`src/include/shock_fifo_pkg.sv`:
```
`default_nettype none
package shock_fifo_pkg;
    // clock and timing
    localparam int CLK_MHZ           = 125;
    localparam int RESET_HOLD_CYCLES = 4;
    localparam int WORD_CLK_DIV      = 384;
    localparam int BIT_CLK_DIV       = 8;
    localparam int SUBCODE_WORDS     = 588;
    localparam int INIT_WAIT_US      = 200;
    localparam int INIT_WAIT_CYCLES  = INIT_WAIT_US * CLK_MHZ;
    localparam logic [3:0] INIT_REFRESH_CYCLES = 4'h8;

    // audio path and dram geometry
    localparam int AUDIO_W    = 16;
    localparam int FIFO_DEPTH = 16;
    localparam int PTR_W      = 20;
    localparam int ADDR_W     = 10;
    localparam int ROW_LSB    = 10;
    localparam int NIBBLE_W   = 4;
    localparam logic [19:0] SMALL_MASK   = 20'h3ffff;
    localparam logic [19:0] LARGE_MASK   = 20'hfffff;
    localparam logic [19:0] WORD_NIBBLES = 20'h00004;
    localparam int SMALL_LEVEL_MSB = 17;
    localparam int LARGE_LEVEL_MSB = 19;

    // command register
    localparam int CMD_FLUSH   = 7;
    localparam int CMD_BYPASS  = 6;
    localparam int CMD_ECHO    = 5;
    localparam int CMD_JMP_BZ  = 4;
    localparam int CMD_OTD_P   = 3;
    localparam int CMD_ROT_SD  = 2;
    localparam int CMD_UC_SD   = 1;
    localparam int CMD_POS_FB  = 0;
    localparam logic [7:0] CMD_RESET    = 8'h40;
    localparam logic [7:0] STATUS_RESET = 8'h00;

    typedef struct packed {
        logic levelMsb;
        logic levelNextBit;
        logic framingError;
        logic newSubcodeFrame;
        logic full;
        logic empty;
        logic shockDetected;
        logic fill;
    } fifo_status_t;

    typedef struct packed {
        logic              rowStrobe_b;
        logic              colStrobe_b;
        logic              writeEnable_b;
        logic              outputEnable_b;
        logic              dataOe_b;
        logic [ADDR_W-1:0] addr;
        logic [3:0]        data;
    } dram_ctl_t;

    localparam dram_ctl_t DRAM_IDLE = '{rowStrobe_b: 1'b1, colStrobe_b: 1'b1,
        writeEnable_b: 1'b1, outputEnable_b: 1'b1, dataOe_b: 1'b1,
        addr: 10'h000, data: 4'h0};

    typedef enum logic [1:0] {
        OP_IDLE = 2'b00,
        OP_ROW  = 2'b01,
        OP_COL  = 2'b11,
        OP_END  = 2'b10
    } op_t;
endpackage
`default_nettype wire

```
`src/design/shock_audio_fifo_status_ctrl.sv`:
```
`default_nettype none

module sample_fifo #(
    parameter int WIDTH = 16,
    parameter int DEPTH = 16
) (
    input  wire logic             clk,
    input  wire logic             rst_b,
    input  wire logic [WIDTH-1:0] inData,
    input  wire logic             inValid,
    output var  logic             inReady,
    output logic      [WIDTH-1:0] outData,
    output var  logic             outValid,
    input  wire logic             outReady
);
    localparam int AW = $clog2(DEPTH);

    logic [WIDTH-1:0] mem [DEPTH];
    logic [AW-1:0]    wrIdx;
    logic [AW-1:0]    rdIdx;
    logic [AW:0]      level;
    logic [AW:0]      next_level;
    logic             push;
    logic             pop;

    assign push    = inValid & inReady;
    assign pop     = outValid & outReady;
    assign outData = mem[rdIdx];

    always_comb begin
        next_level = level;
        if (push && !pop) begin
            next_level = level + (AW+1)'(1);
        end else if (pop && !push) begin
            next_level = level - (AW+1)'(1);
        end
    end

    always_ff @(posedge clk) begin
        if (push) begin
            mem[wrIdx] <= inData;
        end
    end

    always_ff @(posedge clk) begin
        if (!rst_b) begin
            wrIdx    <= '0;
            rdIdx    <= '0;
            level    <= '0;
            inReady  <= 1'b0;
            outValid <= 1'b0;
        end else begin
            if (push) wrIdx <= wrIdx + AW'(1);
            if (pop) rdIdx <= rdIdx + AW'(1);
            level    <= next_level;
            inReady  <= next_level != (AW+1)'(DEPTH);
            outValid <= next_level != '0;
        end
    end
endmodule

module shock_audio_fifo_status_ctrl
    import shock_fifo_pkg::*;
#(
    parameter int INIT_WAIT = INIT_WAIT_CYCLES
) (
    input  wire logic               clk,
    input  wire logic               rst_b,
    input  wire logic               serialClockIn,
    input  wire logic               serialLoad,
    input  wire logic               serialDataIn,
    output var  logic               serialDataOut,
    output var  logic               serialDataOe_b,
    input  wire logic               correctionFlagIn,
    input  wire logic               shockEventIn,
    input  wire logic               muteRequestIn,
    output var  logic               muteRequestOut,
    input  wire logic               memorySizeSelect,
    input  wire logic               readRateHalve,
    input  wire logic [AUDIO_W-1:0] audioInData,
    input  wire logic               audioInValid,
    output var  logic               audioInReady,
    output var  logic [AUDIO_W-1:0] audioOutData,
    output var  logic               audioOutValid,
    output var  dram_ctl_t          dramCtl,
    input  wire logic [3:0]         dramDataIn,
    output var  logic               outputWordClock,
    output var  logic               outputBitClock,
    output var  logic               synthSubcodeFrame
);
    localparam int WORD_HALF = WORD_CLK_DIV / 2;
    localparam int BIT_HALF  = BIT_CLK_DIV / 2;

    // two-flop sampling of the eight serial and control pin inputs
    logic [7:0] syncA;
    logic [7:0] syncB;
    logic [7:0] syncPrev;
    always_ff @(posedge clk) begin
        if (!rst_b) begin
            syncA    <= 8'hc0;
            syncB    <= 8'hc0;
            syncPrev <= 8'hc0;
        end else begin
            syncA    <= {serialClockIn, serialLoad, serialDataIn, correctionFlagIn,
                         shockEventIn, muteRequestIn, memorySizeSelect, readRateHalve};
            syncB    <= syncA;
            syncPrev <= syncB;
        end
    end
    logic sclkRise, loadFall, loadRise, loadLevel, sdaLevel, cflgRise, shockRise;
    logic muteLevel, sizeLarge, halveLevel;
    assign sclkRise   = syncB[7] & ~syncPrev[7];
    assign loadLevel  = syncB[6];
    assign loadFall   = ~syncB[6] & syncPrev[6];
    assign loadRise   = syncB[6] & ~syncPrev[6];
    assign sdaLevel   = syncB[5];
    assign cflgRise   = syncB[4] & ~syncPrev[4];
    assign shockRise  = syncB[3] & ~syncPrev[3];
    assign muteLevel  = syncB[2];
    assign sizeLarge  = syncB[1];
    assign halveLevel = syncB[0];

    // serial link: command write and status read
    logic [7:0]   command;
    logic [7:0]   cmdShift;
    logic [3:0]   wrBits;
    logic         readActive;
    logic [7:0]   statShift;
    logic         statusRead;
    fifo_status_t status;

    always_ff @(posedge clk) begin
        if (!rst_b) begin
            command <= CMD_RESET;
        end else if (loadFall && wrBits != 4'h0) begin
            command <= cmdShift;
        end else begin
            command[CMD_FLUSH]  <= 1'b0;
            command[CMD_POS_FB] <= 1'b0;
        end
    end

    always_ff @(posedge clk) begin
        if (!rst_b) begin
            cmdShift       <= 8'h00;
            wrBits         <= 4'h0;
            readActive     <= 1'b0;
            statShift      <= STATUS_RESET;
            serialDataOut  <= 1'b0;
            serialDataOe_b <= 1'b1;
            statusRead     <= 1'b0;
        end else begin
            statusRead <= 1'b0;
            if (loadLevel && sclkRise && !readActive) begin
                cmdShift <= {cmdShift[6:0], sdaLevel};
                if (wrBits != 4'hf) wrBits <= wrBits + 4'h1;
            end
            if (loadFall && wrBits == 4'h0) begin
                readActive     <= 1'b1;
                statShift      <= status;
                serialDataOe_b <= 1'b0;
            end else if (readActive && sclkRise) begin
                serialDataOut <= statShift[7];
                statShift     <= {statShift[6:0], 1'b0};
            end
            if (loadRise) begin
                wrBits         <= 4'h0;
                readActive     <= 1'b0;
                serialDataOe_b <= 1'b1;
                statusRead     <= readActive;
            end
        end
    end

    logic bypass, echo, flushCmd, posFoundCmd, bypassPrev, leaveBypass, flushAll;
    assign bypass      = command[CMD_BYPASS];
    assign echo        = command[CMD_ECHO];
    assign flushCmd    = command[CMD_FLUSH];
    assign posFoundCmd = command[CMD_POS_FB];
    assign leaveBypass = bypassPrev & ~bypass;
    assign flushAll    = flushCmd | leaveBypass;
    always_ff @(posedge clk) begin
        if (!rst_b) bypassPrev <= 1'b1;
        else bypassPrev <= bypass;
    end

    // output clock dividers
    logic [1:0] bitCount;
    logic [7:0] wordCount;
    logic       wordTick;
    assign wordTick = outputWordClock && wordCount == 8'(WORD_HALF - 1);
    always_ff @(posedge clk) begin
        if (!rst_b) begin
            bitCount        <= 2'h0;
            wordCount       <= 8'h00;
            outputBitClock  <= 1'b0;
            outputWordClock <= 1'b0;
        end else begin
            bitCount <= bitCount + 2'h1;
            if (bitCount == 2'(BIT_HALF - 1)) begin
                bitCount       <= 2'h0;
                outputBitClock <= ~outputBitClock;
            end
            wordCount <= wordCount + 8'h01;
            if (wordCount == 8'(WORD_HALF - 1)) begin
                wordCount       <= 8'h00;
                outputWordClock <= ~outputWordClock;
            end
        end
    end

    // fifo occupancy from the pointers
    logic [PTR_W-1:0] wrPtr, rdPtr, sizeMask, count;
    logic             atFull, oneWordLeft, haveWord;
    assign sizeMask    = sizeLarge ? LARGE_MASK : SMALL_MASK;
    assign count       = (wrPtr - rdPtr) & sizeMask;
    assign atFull      = count >= ((sizeMask - WORD_NIBBLES) & sizeMask);
    assign oneWordLeft = count <= WORD_NIBBLES;
    assign haveWord    = count >= WORD_NIBBLES;

    // subcode frame tracking
    logic [9:0] frameCount;
    logic       synthEdge, frameMismatch;
    assign synthEdge     = wordTick && frameCount == 10'(SUBCODE_WORDS - 1);
    assign frameMismatch = (cflgRise & ~synthEdge) | (synthEdge & ~cflgRise);
    always_ff @(posedge clk) begin
        if (!rst_b) begin
            frameCount        <= 10'h000;
            synthSubcodeFrame <= 1'b0;
        end else begin
            synthSubcodeFrame <= synthEdge | cflgRise;
            if (cflgRise || synthEdge) frameCount <= 10'h000;
            else if (wordTick) frameCount <= frameCount + 10'h001;
        end
    end

    // status flags: hardware set wins over read clear
    logic fillMode, shockFlag, fullFlag, emptyFlag, frameErr, newFrame, emptyEvent;
    assign emptyEvent = oneWordLeft & ~fillMode & ~emptyFlag & ~bypass;

    always_ff @(posedge clk) begin
        if (!rst_b) begin
            frameErr <= 1'b0;
            newFrame <= 1'b0;
        end else begin
            if ((cflgRise && newFrame) || frameMismatch) frameErr <= 1'b1;
            else if (statusRead) frameErr <= 1'b0;
            if (cflgRise) newFrame <= 1'b1;
            else if (statusRead) newFrame <= 1'b0;
        end
    end

    always_ff @(posedge clk) begin
        if (!rst_b) begin
            fullFlag <= 1'b0;
        end else if (atFull && fillMode) begin
            fullFlag <= 1'b1;
        end else if (statusRead) begin
            fullFlag <= 1'b0;
        end
    end

    always_ff @(posedge clk) begin
        if (!rst_b) begin
            shockFlag <= 1'b0;
        end else if (shockRise || command[CMD_UC_SD]) begin
            shockFlag <= 1'b1;
        end else if (posFoundCmd || flushAll || (emptyEvent && !echo)) begin
            shockFlag <= 1'b0;
        end
    end

    always_ff @(posedge clk) begin
        if (!rst_b) begin
            emptyFlag <= 1'b0;
        end else if (emptyEvent) begin
            emptyFlag <= 1'b1;
        end else if (fillMode) begin
            emptyFlag <= 1'b0;
        end
    end

    always_ff @(posedge clk) begin
        if (!rst_b) begin
            fillMode <= 1'b0;
        end else if ((atFull && fillMode) || shockRise || command[CMD_UC_SD]) begin
            fillMode <= 1'b0;
        end else if (posFoundCmd || flushAll) begin
            fillMode <= 1'b1;
        end else if (emptyEvent && !echo) begin
            fillMode <= 1'b1;
        end
    end

    always_comb begin
        status.levelMsb        = sizeLarge ? count[LARGE_LEVEL_MSB]
                                           : count[SMALL_LEVEL_MSB];
        status.levelNextBit    = sizeLarge ? count[LARGE_LEVEL_MSB-1]
                                           : count[SMALL_LEVEL_MSB-1];
        status.framingError    = frameErr;
        status.newSubcodeFrame = newFrame;
        status.full            = fullFlag;
        status.empty           = emptyFlag;
        status.shockDetected   = shockFlag;
        status.fill            = fillMode;
    end

    // incoming samples are buffered ahead of the dram writer
    logic [AUDIO_W-1:0] fifoData, wrSample;
    logic               fifoValid, wrHave;
    sample_fifo #(.WIDTH(AUDIO_W), .DEPTH(FIFO_DEPTH)) inBuffer (
        .clk      (clk),
        .rst_b    (rst_b),
        .inData   (audioInData),
        .inValid  (audioInValid),
        .inReady  (audioInReady),
        .outData  (fifoData),
        .outValid (fifoValid),
        .outReady (!wrHave)
    );

    // read pacing from the word clock
    logic halfToggle, readPend;
    always_ff @(posedge clk) begin
        if (!rst_b) halfToggle <= 1'b0;
        else if (wordTick) halfToggle <= ~halfToggle;
    end

    // dram access engine
    op_t        opState;
    logic       opRead, opRefresh, initDone, wordDone;
    logic [23:0] initWait;
    logic [3:0] refreshLeft;
    logic [3:0] rdNibble;
    logic       readGo, writeGo, opDone;
    assign readGo  = readPend & haveWord;
    assign writeGo = fillMode & wrHave & ~atFull;
    assign opDone  = opState == OP_END && !opRefresh;

    always_ff @(posedge clk) begin
        if (!rst_b || bypass) begin
            opState     <= OP_IDLE;
            dramCtl     <= DRAM_IDLE;
            opRead      <= 1'b0;
            opRefresh   <= 1'b0;
            initDone    <= 1'b0;
            initWait    <= 24'h000000;
            refreshLeft <= INIT_REFRESH_CYCLES;
            rdNibble    <= 4'h0;
        end else if (!initDone && initWait != 24'(INIT_WAIT)) begin
            initWait <= initWait + 24'h000001;
        end else begin
            unique case (opState)
                OP_IDLE: begin
                    if (!initDone) begin
                        opRefresh           <= 1'b1;
                        dramCtl.addr        <= refreshLeft[3:0] == 4'h0 ? '0
                                               : ADDR_W'(refreshLeft);
                        dramCtl.rowStrobe_b <= 1'b0;
                        opState             <= OP_ROW;
                    end else if (readGo || writeGo) begin
                        opRefresh           <= 1'b0;
                        opRead              <= readGo;
                        dramCtl.addr        <= readGo ? rdPtr[ROW_LSB +: ADDR_W]
                                                      : wrPtr[ROW_LSB +: ADDR_W];
                        dramCtl.rowStrobe_b <= 1'b0;
                        opState             <= OP_ROW;
                    end
                end
                OP_ROW: begin
                    if (opRefresh) begin
                        dramCtl.rowStrobe_b <= 1'b1;
                        opState             <= OP_END;
                    end else begin
                        dramCtl.addr           <= opRead ? rdPtr[ADDR_W-1:0]
                                                         : wrPtr[ADDR_W-1:0];
                        dramCtl.colStrobe_b    <= 1'b0;
                        dramCtl.writeEnable_b  <= opRead;
                        dramCtl.outputEnable_b <= ~opRead;
                        dramCtl.dataOe_b       <= opRead;
                        dramCtl.data           <= wrSample[{wrPtr[1:0], 2'b00} +: NIBBLE_W];
                        opState                <= OP_COL;
                    end
                end
                OP_COL: begin
                    rdNibble <= dramDataIn;
                    dramCtl  <= DRAM_IDLE;
                    opState  <= OP_END;
                end
                OP_END: begin
                    opState <= OP_IDLE;
                    if (opRefresh) begin
                        refreshLeft <= refreshLeft - 4'h1;
                        if (refreshLeft == 4'h1) initDone <= 1'b1;
                    end
                end
            endcase
        end
    end

    // pointers, sample split and reassembly
    logic [11:0] rdAssemble;
    assign wordDone = opDone && opRead && rdPtr[1:0] == 2'h3;
    always_ff @(posedge clk) begin
        if (!rst_b) begin
            wrPtr         <= '0;
            rdPtr         <= '0;
            wrHave        <= 1'b0;
            wrSample      <= '0;
            rdAssemble    <= 12'h000;
            audioOutData  <= '0;
            audioOutValid <= 1'b0;
        end else begin
            audioOutValid <= wordDone;
            if (flushAll) begin
                wrPtr <= '0;
                rdPtr <= '0;
            end else if (opDone) begin
                if (opRead) begin
                    rdPtr      <= (rdPtr + PTR_W'(1)) & sizeMask;
                    rdAssemble <= {rdNibble, rdAssemble[11:4]};
                    if (wordDone) audioOutData <= {rdNibble, rdAssemble};
                end else begin
                    wrPtr <= (wrPtr + PTR_W'(1)) & sizeMask;
                end
            end
            if (!wrHave && fifoValid) begin
                wrHave   <= 1'b1;
                wrSample <= fifoData;
            end else if (opDone && !opRead && wrPtr[1:0] == 2'h3) begin
                wrHave <= 1'b0;
            end
        end
    end

    always_ff @(posedge clk) begin
        if (!rst_b || flushAll) begin
            readPend <= 1'b0;
        end else if (wordTick && (!halveLevel || halfToggle)) begin
            readPend <= 1'b1;
        end else if (wordDone) begin
            readPend <= 1'b0;
        end
    end

    // mute: pass-through in bypass, generated otherwise
    always_ff @(posedge clk) begin
        if (!rst_b) begin
            muteRequestOut <= 1'b0;
        end else if (bypass) begin
            muteRequestOut <= muteLevel;
        end else if (flushAll) begin
            muteRequestOut <= 1'b0;
        end else if (wordDone && !frameErr) begin
            muteRequestOut <= 1'b1;
        end
    end
endmodule
`default_nettype wire

```
`config.mk`:
```
export PLATFORM = sky130hd
export DESIGN_NAME = shock_audio_fifo_status_ctrl
export DESIGN_NICKNAME = d
export VERILOG_FILES = /design/src/include/shock_fifo_pkg.sv /design/src/design/shock_audio_fifo_status_ctrl.sv
export SDC_FILE = /design/constraint.sdc
export NUM_CORES = 1
export LEC_CHECK = 0
export ABC_CLOCK_PERIOD_IN_PS = 4070
export BUFFER_PORTS_ARGS = -buffer_cell sky130_fd_sc_hd__buf_2
export CORE_MARGIN = 8
export CORE_UTILIZATION = 58
export CTS_BUF_LIST = sky130_fd_sc_hd__clkbuf_8
export DETAILED_ROUTE_END_ITERATION = 10
export PLACE_DENSITY = 0.78
export SETUP_SLACK_MARGIN = 0.5
export SYNTH_ARGS = -nofsm -noshare
export SYNTH_HDL_FRONTEND = slang
export SYNTH_SLANG_ARGS = --single-unit
```
`constraint.sdc`:
```
create_clock -name clk -period 4.07 [get_ports clk]
set_clock_uncertainty 0.2 [all_clocks]
set_input_delay 0.2035 -clock clk [delete_from_list [all_inputs] [get_ports clk]]
set_output_delay 0.2035 -clock clk [all_outputs]
set_load 0.1 [all_outputs]
```
After elaboration in Yosys (flattened, before gate mapping)
Memories as Yosys holds them, arrays and structs flattened. A register that Yosys moved wholly into a read port is not among the register bits.
Cells that the tools add are included.

storage, ports and cells
  word-level logic and storage cells = 258
  output and inout bits = 43
  input port bits = 31
  flip-flop bits (word level) = 230
  bits in writable memories = 256
  memories kept = 1

memory list
  memory        words  bits a word  rd ports  clocked after memory_dff  wr ports  line                                RTL
  inBuffer.mem  16     16           1         1                         1         shock_audio_fifo_status_ctrl.sv:18  logic [WIDTH-1:0] mem [DEPTH];

operators by class
  reduce and logical (&&, ||, !) cells = 84
  order comparisons = 3
  muxes and demuxes = 44
  equal/unequal tests = 16
  bitwise operators = 42
  add/sub/neg operators = 14
  shifts and indexed selects = 1

operators by type and width
  kind                     count
  $and A20 B20 Y20         4
  $add A20 B1 Y20 const B  2
  $mux W10                 4
  $pmux W10 S3             1
  $mux W1                  26
  $add A24 B1 Y24 const B  1
  $ne A24 B15 Y1 const B   1
  $logic_and A1 B1 Y1      21
  $ge A20 B20 Y1           1
  $ge A20 B3 Y1 const B    1
  $le A20 B3 Y1 const B    1
  $mux W20                 1
  $reduce_and A4 Y1        5
  $reduce_bool A2 Y1       10
  $sub A20 B20 Y20         1
  $sub A20 B3 Y20 const B  1
  $not A1 Y1               19
  $mux W18                 1
  $and A1 B1 Y1            16
  $mux W8                  2
  $pmux W4 S2              2
  $reduce_and A2 Y1        8
  $shiftx A16 B5 Y4        1
  $add A4 B1 Y4 const B    3
  other kinds (31)         71

Depth between registers and ports, before layout
  word-level depth = 10
  mapped depth = 16
  mapped depth without buffers = 14

Modules after synthesis
From an unflattened synthesis, not the netlist that was laid out.

second synthesis, totals
  cell total of the unflattened synthesis = 1745
  area total of the unflattened synthesis = 21504.4 um^2

by module, submodules not included
  module                        cells an instance  times used  area an instance (um^2)  seq. area each (um^2)
  shock_audio_fifo_status_ctrl  1280               1           10882.9                  4464.3
  sample_fifo                   465                1           10621.4                  8067.7

Worst setup path after synthesis
OpenSTA, ideal clock, no wires.

  path kind = reg2reg
  from = reg wrPtr[0]
  to = reg dramCtl[4] in the netlist's numbering
  period minus slack after synthesis = 4.186 ns
  cell stages (with the launch flop) = 17
  path buffers = 2
  library setup time = 0.117 ns
  data required time = 3.753 ns
  arrival time = 3.868 ns
  slack = -0.116 ns
  cell sequence = dfxtp_1 clkbuf_1 inv_1 ha_1 fa_1 nor2b_1 o2111ai_1 a21oi_1 a21o_1 xnor2_1 or4_4 nor4_4 a41o_2 buf_8 mux2i_1 o211ai_1 o211a_1

between the ends
  longest elaborated chain between the ends = 8
  elaborated cells between the ends (all ways) = 16
  classes of those cells = 1 x add/sub; 2 x order compare; 1 x eq/ne; 6 x mux; 4 x bitwise; 2 x reduce/logical

ends and longest elaborated chain
  item                                                      line                                                                      RTL
  start, declared                                           shock_audio_fifo_status_ctrl.sv:213                                       logic [PTR_W-1:0] wrPtr, rdPtr, sizeMask, count;
  start signal, assigned                                    shock_audio_fifo_status_ctrl.sv:424                                       wrPtr <= (wrPtr + PTR_W'(1)) & sizeMask;
  $sub A20 B20 Y20                                          shock_audio_fifo_status_ctrl.sv:216                                       assign count = (wrPtr - rdPtr) & sizeMask;
  $and A20 B20 Y20                                          shock_audio_fifo_status_ctrl.sv:216
  $ge A20 B3 Y1 / $ge A20 B20 Y1 (equally long branches)    shock_audio_fifo_status_ctrl.sv:219, shock_audio_fifo_status_ctrl.sv:217
  $and A1 B1 Y1 / $not A1 Y1 (equally long branches)        shock_audio_fifo_status_ctrl.sv:336, shock_audio_fifo_status_ctrl.sv:337
  $mux W10 / $and A1 B1 Y1 (equally long branches)          shock_audio_fifo_status_ctrl.sv:364, shock_audio_fifo_status_ctrl.sv:337
  $mux W10 / $logic_or A1 B1 Y1 (equally long branches)     shock_audio_fifo_status_ctrl.sv:361                                       end else if (readGo || writeGo) begin
  $mux W10 / $ne A3 B3 Y1 (equally long branches)           -
  $pmux W10 S3 / $reduce_and A4 Y1 (equally long branches)  -
  end, declared                                             shock_audio_fifo_status_ctrl.sv:85                                        output var dram_ctl_t dramCtl,

Several ways; a longest one is shown, not always the timed one. The select of a mux whose other input is x is not followed.
A chain may end at the register's enable or synchronous reset.

Worst setup path in the final report
  from = reg rdPtr[1]
  to = reg dramCtl[7] in the netlist's numbering

between the ends
  longest elaborated chain between the ends = 8
  elaborated cells between the ends (all ways) = 14
  classes of those cells = 1 x add/sub; 2 x order compare; 1 x eq/ne; 4 x mux; 4 x bitwise; 2 x reduce/logical

ends and longest elaborated chain
  item                                                      line                                                                      RTL
  start, declared                                           shock_audio_fifo_status_ctrl.sv:213
  start signal, assigned                                    shock_audio_fifo_status_ctrl.sv:420                                       rdPtr <= (rdPtr + PTR_W'(1)) & sizeMask;
  $sub A20 B20 Y20 *                                        shock_audio_fifo_status_ctrl.sv:216
  $and A20 B20 Y20 *                                        shock_audio_fifo_status_ctrl.sv:216
  $ge A20 B3 Y1 / $ge A20 B20 Y1 (equally long branches)    shock_audio_fifo_status_ctrl.sv:219, shock_audio_fifo_status_ctrl.sv:217
  $and A1 B1 Y1 / $not A1 Y1 (equally long branches)        shock_audio_fifo_status_ctrl.sv:336, shock_audio_fifo_status_ctrl.sv:337
  $mux W10 / $and A1 B1 Y1 (equally long branches)          shock_audio_fifo_status_ctrl.sv:364, shock_audio_fifo_status_ctrl.sv:337
  $mux W10 / $logic_or A1 B1 Y1 (equally long branches)     shock_audio_fifo_status_ctrl.sv:361
  $mux W10 / $ne A3 B3 Y1 (equally long branches)           -
  $pmux W10 S3 / $reduce_and A4 Y1 (equally long branches)  -

Mark *: on every way between the ends. The rest lies on a longest branch, timed or not. The select of a mux whose other input is x is not followed.

==> impl_metrics.py <==
metrics = {
    "outcome": {
        "status": "complete, no violations",
    },
    "timing": {
        "tns_ns": 0,
        "fin_ws_ns": 0.279,
        "timing.hold.ws_ns": 0.169,
        "timing.final.crit_share_pct": 93.2,
        "relSlewSlack_pct": 29.6,
        "finalSetupViolations": 0,
        "fmaxAchievable_ghz": 0.264,
        "tightest_slew_ns": 1.05,
        "period_minus_slack_ns": 3.79,
        "hold_violations": 0,
        "report.final.slew_viol_count": 0,
        "rsz0062_at_grt": "true",
    },
    "critical_path": {
        "worstPathMaxFanout": 10,
        "worst_setup_path_end_kind": "register",
        "reg2reg_slack_ns": 0.28,
        "r2r_start": "rdPtr[1]$_SDFFE_PP0P_",
        "cp_common_cell": "buf_4",
        "slowest_stage": "or4_4",
        "startpoint_type": "register",
        "critPathMaxStageDelay_ns": 0.55,
        "crit_family": "simple AND/OR/NAND/NOR gates",
        "criticalPathCategory": "reg2reg",
        "crit_chain": "inv_1, ha_1, nor2b_4, o2111ai_4, buf_6, a211oi_2, or3_4, a211oi_4, xor2_1, or4_4, o211ai_1, buf_4, a31oi_4, buf_4, o21ai_1, a31oi_1",
        "worstPathRequired_ns": 4.37,
        "worstSetupStartpoint": "rdPtr[1]$_SDFFE_PP0P_",
        "r2r-end": "dramCtl[7]$_SDFFE_PP0P_",
        "path_buf_inv": 4,
        "worst_r2r_path_depth": 16,
        "arrival_ns": 4.09,
    },
    "power_and_ir_drop": {
        "power.density_nw_per_um2": 452,
        "p_sw_mw": 2.80,
        "switching_share_pct": 25.6,
        "pwr-share-seq_pct": 50.8,
        "vdd_drop_max_mv": 0.376,
        "leakagePower_nw": 8.54,
        "power_mw": 11.0,
        "pwr-share-comb_pct": 13.8,
        "p_int_mw": 8.15,
        "clkPwrFrac_pct": 35.5,
    },
    "clock_tree": {
        "clk_path_buf_depth": 3,
        "h-tree-depth": 3,
        "path_clk_slew_ns": 0.06,
        "root_buffer": "clkbuf_8",
        "tritoncts": "done",
        "clkSinkCount": 494,
        "cts_buffers": 77,
        "clock_latency_ns": 0.63,
    },
    "hold_path": {
        "hold_start": "dramDataIn[1]",
        "hold_path.class": "in2reg",
        "min_to": "rdNibble[1]$_SDFFE_PP0P_",
        "whs_path_depth": 4,
    },
    "logic_synthesis": {
        "synth_fp_nets": 1764,
        "async_flop_share_pct": 0,
        "synth_edf_count": 256,
        "avgSynthCellArea_um2": 12.3,
        "syn_inst": 1694,
        "ys_ff_latch": 494,
        "yosys_warnings": 0,
        "synthTopCellsByCount": "edfxtp_1, dfxtp_1, nand2_1, nor2_1, mux4_2",
        "synth.cell_area_um2": 20900,
        "synth_cell_type_count": 67,
        "yosysMostFrequentCell": "edfxtp_1",
        "synth_top_area_cell": "edfxtp_1",
        "synth_seq_area_share_pct": 59.7,
        "netlist.area_leader.share_pct": 36.8,
        "synth_ff_type": "edfxtp_1",
        "synth.area.top_cells": "edfxtp_1, dfxtp_1, mux4_2",
    },
    "placement": {
        "gp_congestion": 0.880,
        "port_buffers": 73,
        "dp_slack_ns": 0.132,
        "dp.cells": 2201,
        "placed_area_um2": 22000,
        "dp_hpwl_um": 30700,
    },
    "route": {
        "vias_per_cell": 5.77,
        "ant_nets": 0,
        "drcViolationCount": 0,
        "drt_iter0_markers": 1082,
        "drt_wl_total_um": 46300,
        "vias": 13800,
        "first_pass_iters": 5,
        "wl_per_cell_um": 19.3,
    },
    "global_routing": {
        "track_usage_pct": 22.1,
        "grt_antenna_before_repair": 0,
        "overflow": 0,
        "grt_pass1_vias": 14000,
        "grt_pass1_wl_um": 73700,
        "grt_max_degree": 83,
    },
    "floorplan": {
        "core_um2": 35500,
        "dieArea_um2": 42300,
        "die_w_um": 206,
        "ioPinCount": 74,
        "die_h_um": 206,
        "start_util_pct": 58.8,
        "rows": 69,
    },
    "final_layout": {
        "instances_no_fill": 2393,
        "final_net_count": 1945,
        "area_growth_pct": 16.1,
        "final_area_um2": 24200,
        "n_fill_cell": 2498,
        "insertedDiodeCount": 0,
        "finish.utilization_pct": 68.3,
        "drive_above_1_share_pct": 20.2,
    },
    "job": {
        "cap_viol_max_count": 0,
    },
}
power groups by stage:
stage | logic [mW] | registers [mW] | clock network (mW)
2_1_floorplan | 1.14 | 5.58 | 0
3_3_place_gp | 1.44 | 5.66 | 0
3_5_place_dp | 1.48 | 5.67 | 0
4_1_cts | 1.52 | 5.56 | 3.98
5_1_grt | 1.63 | 5.59 | 4.19
6_report | 1.51 | 5.56 | 3.88
area by class of cell:
cell class	instances	area, um^2	area share (%)
Sequential cell	494	12500	51.4
Clock inverter	49	253	1.04
Inverter	49	186	0.770
Timing Repair Buffer	178	1290	5.31
Tap cell	461	577	2.38
Clock buffer	87	1200	4.94
Multi-Input combinational cell	1075	8260	34.1
repair_timing:
action                                  CTS  global route
setup buffers                            11             4
gates cloned                              1             2
pin swaps                                22            24
hold buffers                             38             0
gates resized for setup                  24            39
endpoints found under the hold margin   309             0
endpoints found under the setup margin   15            18
worst max path at each step:
stage	to	slack (ns)	cells past startpoint
after floorplan	dramCtl[4]$_SDFFE_PP0P_	0.37	15
after global placement	dramCtl[4]$_SDFFE_PP0P_	0.18	13
after detailed placement	dramCtl[4]$_SDFFE_PP0P_	0.13	13
after CTS	dramCtl[12]$_SDFFE_PP0P_	0.25	15
after global routing	dramCtl[12]$_SDFFE_PP0P_	0.16	15
final	dramCtl[7]$_SDFFE_PP0P_	0.28	16
flip-flops by register name, indices dropped and copies added, names as in the netlist, 2 cells and up:
signal          count
audioOutData       16
bitCount            2
cmdShift            8
command             5
dramCtl            18
frameCount         10
inBuffer.level      5
inBuffer.mem      256
inBuffer.rdIdx      4
inBuffer.wrIdx      4
initWait           24
opState             2
rdAssemble         12
rdNibble            4
rdPtr              20
refreshLeft         4
statShift           8
syncA               8
syncB               8
syncPrev            4
wordCount           8
wrBits              4
wrPtr              20
wrSample           16
cell families after synthesis:
family	share of synthesized area, %
adders and majority gates	2.37
DFF	59.7
and+or+nand+nor	13.2
buffers and inverters	2.37
muxes	10.5
xor gates and xnor gates	4.36
AOI/OAI and AO/OA	7.55
tightest hold or removal path: cells and delay by family:
family                 cells  cell delay, ns
buffers and inverters      2            0.62
muxes                      1            0.06
and+or+nand+nor            1            0.07
placed cells by master, fill, tap and decap left out, types with 8 or more instances in the layout:
| cell | synthesis | final |
|---|---|---|
| a21boi_0 | 65 | 64 |
| a21o_1 | 11 | 11 |
| a21oi_1 | 58 | 52 |
| a31oi_1 | 10 | 9 |
| and2_1 | 34 | 33 |
| and3_1 | 18 | 18 |
| buf_2 | 0 | 72 |
| buf_4 | 1 | 61 |
| clkbuf_8 | 0 | 87 |
| clkinv_1 | 0 | 8 |
| dfxtp_1 | 238 | 231 |
| dlygate4sd3_1 | 0 | 38 |
| edfxtp_1 | 256 | 256 |
| ha_1 | 38 | 29 |
| inv_1 | 49 | 74 |
| mux2i_1 | 26 | 26 |
| mux4_2 | 84 | 84 |
| nand2_1 | 194 | 192 |
| nand2b_1 | 15 | 15 |
| nand3_1 | 60 | 60 |
| nand4_1 | 23 | 23 |
| nor2_1 | 144 | 143 |
| nor2b_1 | 17 | 15 |
| nor3_1 | 30 | 26 |
| nor3b_1 | 10 | 9 |
| nor4_1 | 8 | 8 |
| o21ai_0 | 30 | 26 |
| o21ai_1 | 8 | 9 |
| or3_1 | 9 | 8 |
| xnor2_1 | 57 | 54 |
| xor2_1 | 47 | 47 |
metal layers:
metal / part of all wire (%) / global-route usage [%] / routed length [um]
met3: 6.6 / 5.54 / 3070
met1: 41 / 27.3 / 19000
met4: 2.7 / 8.30 / 1260
met2: 49 / 37.2 / 22900
met5: 0 / 0 / 0
Power figures use the tool's default switching activity.
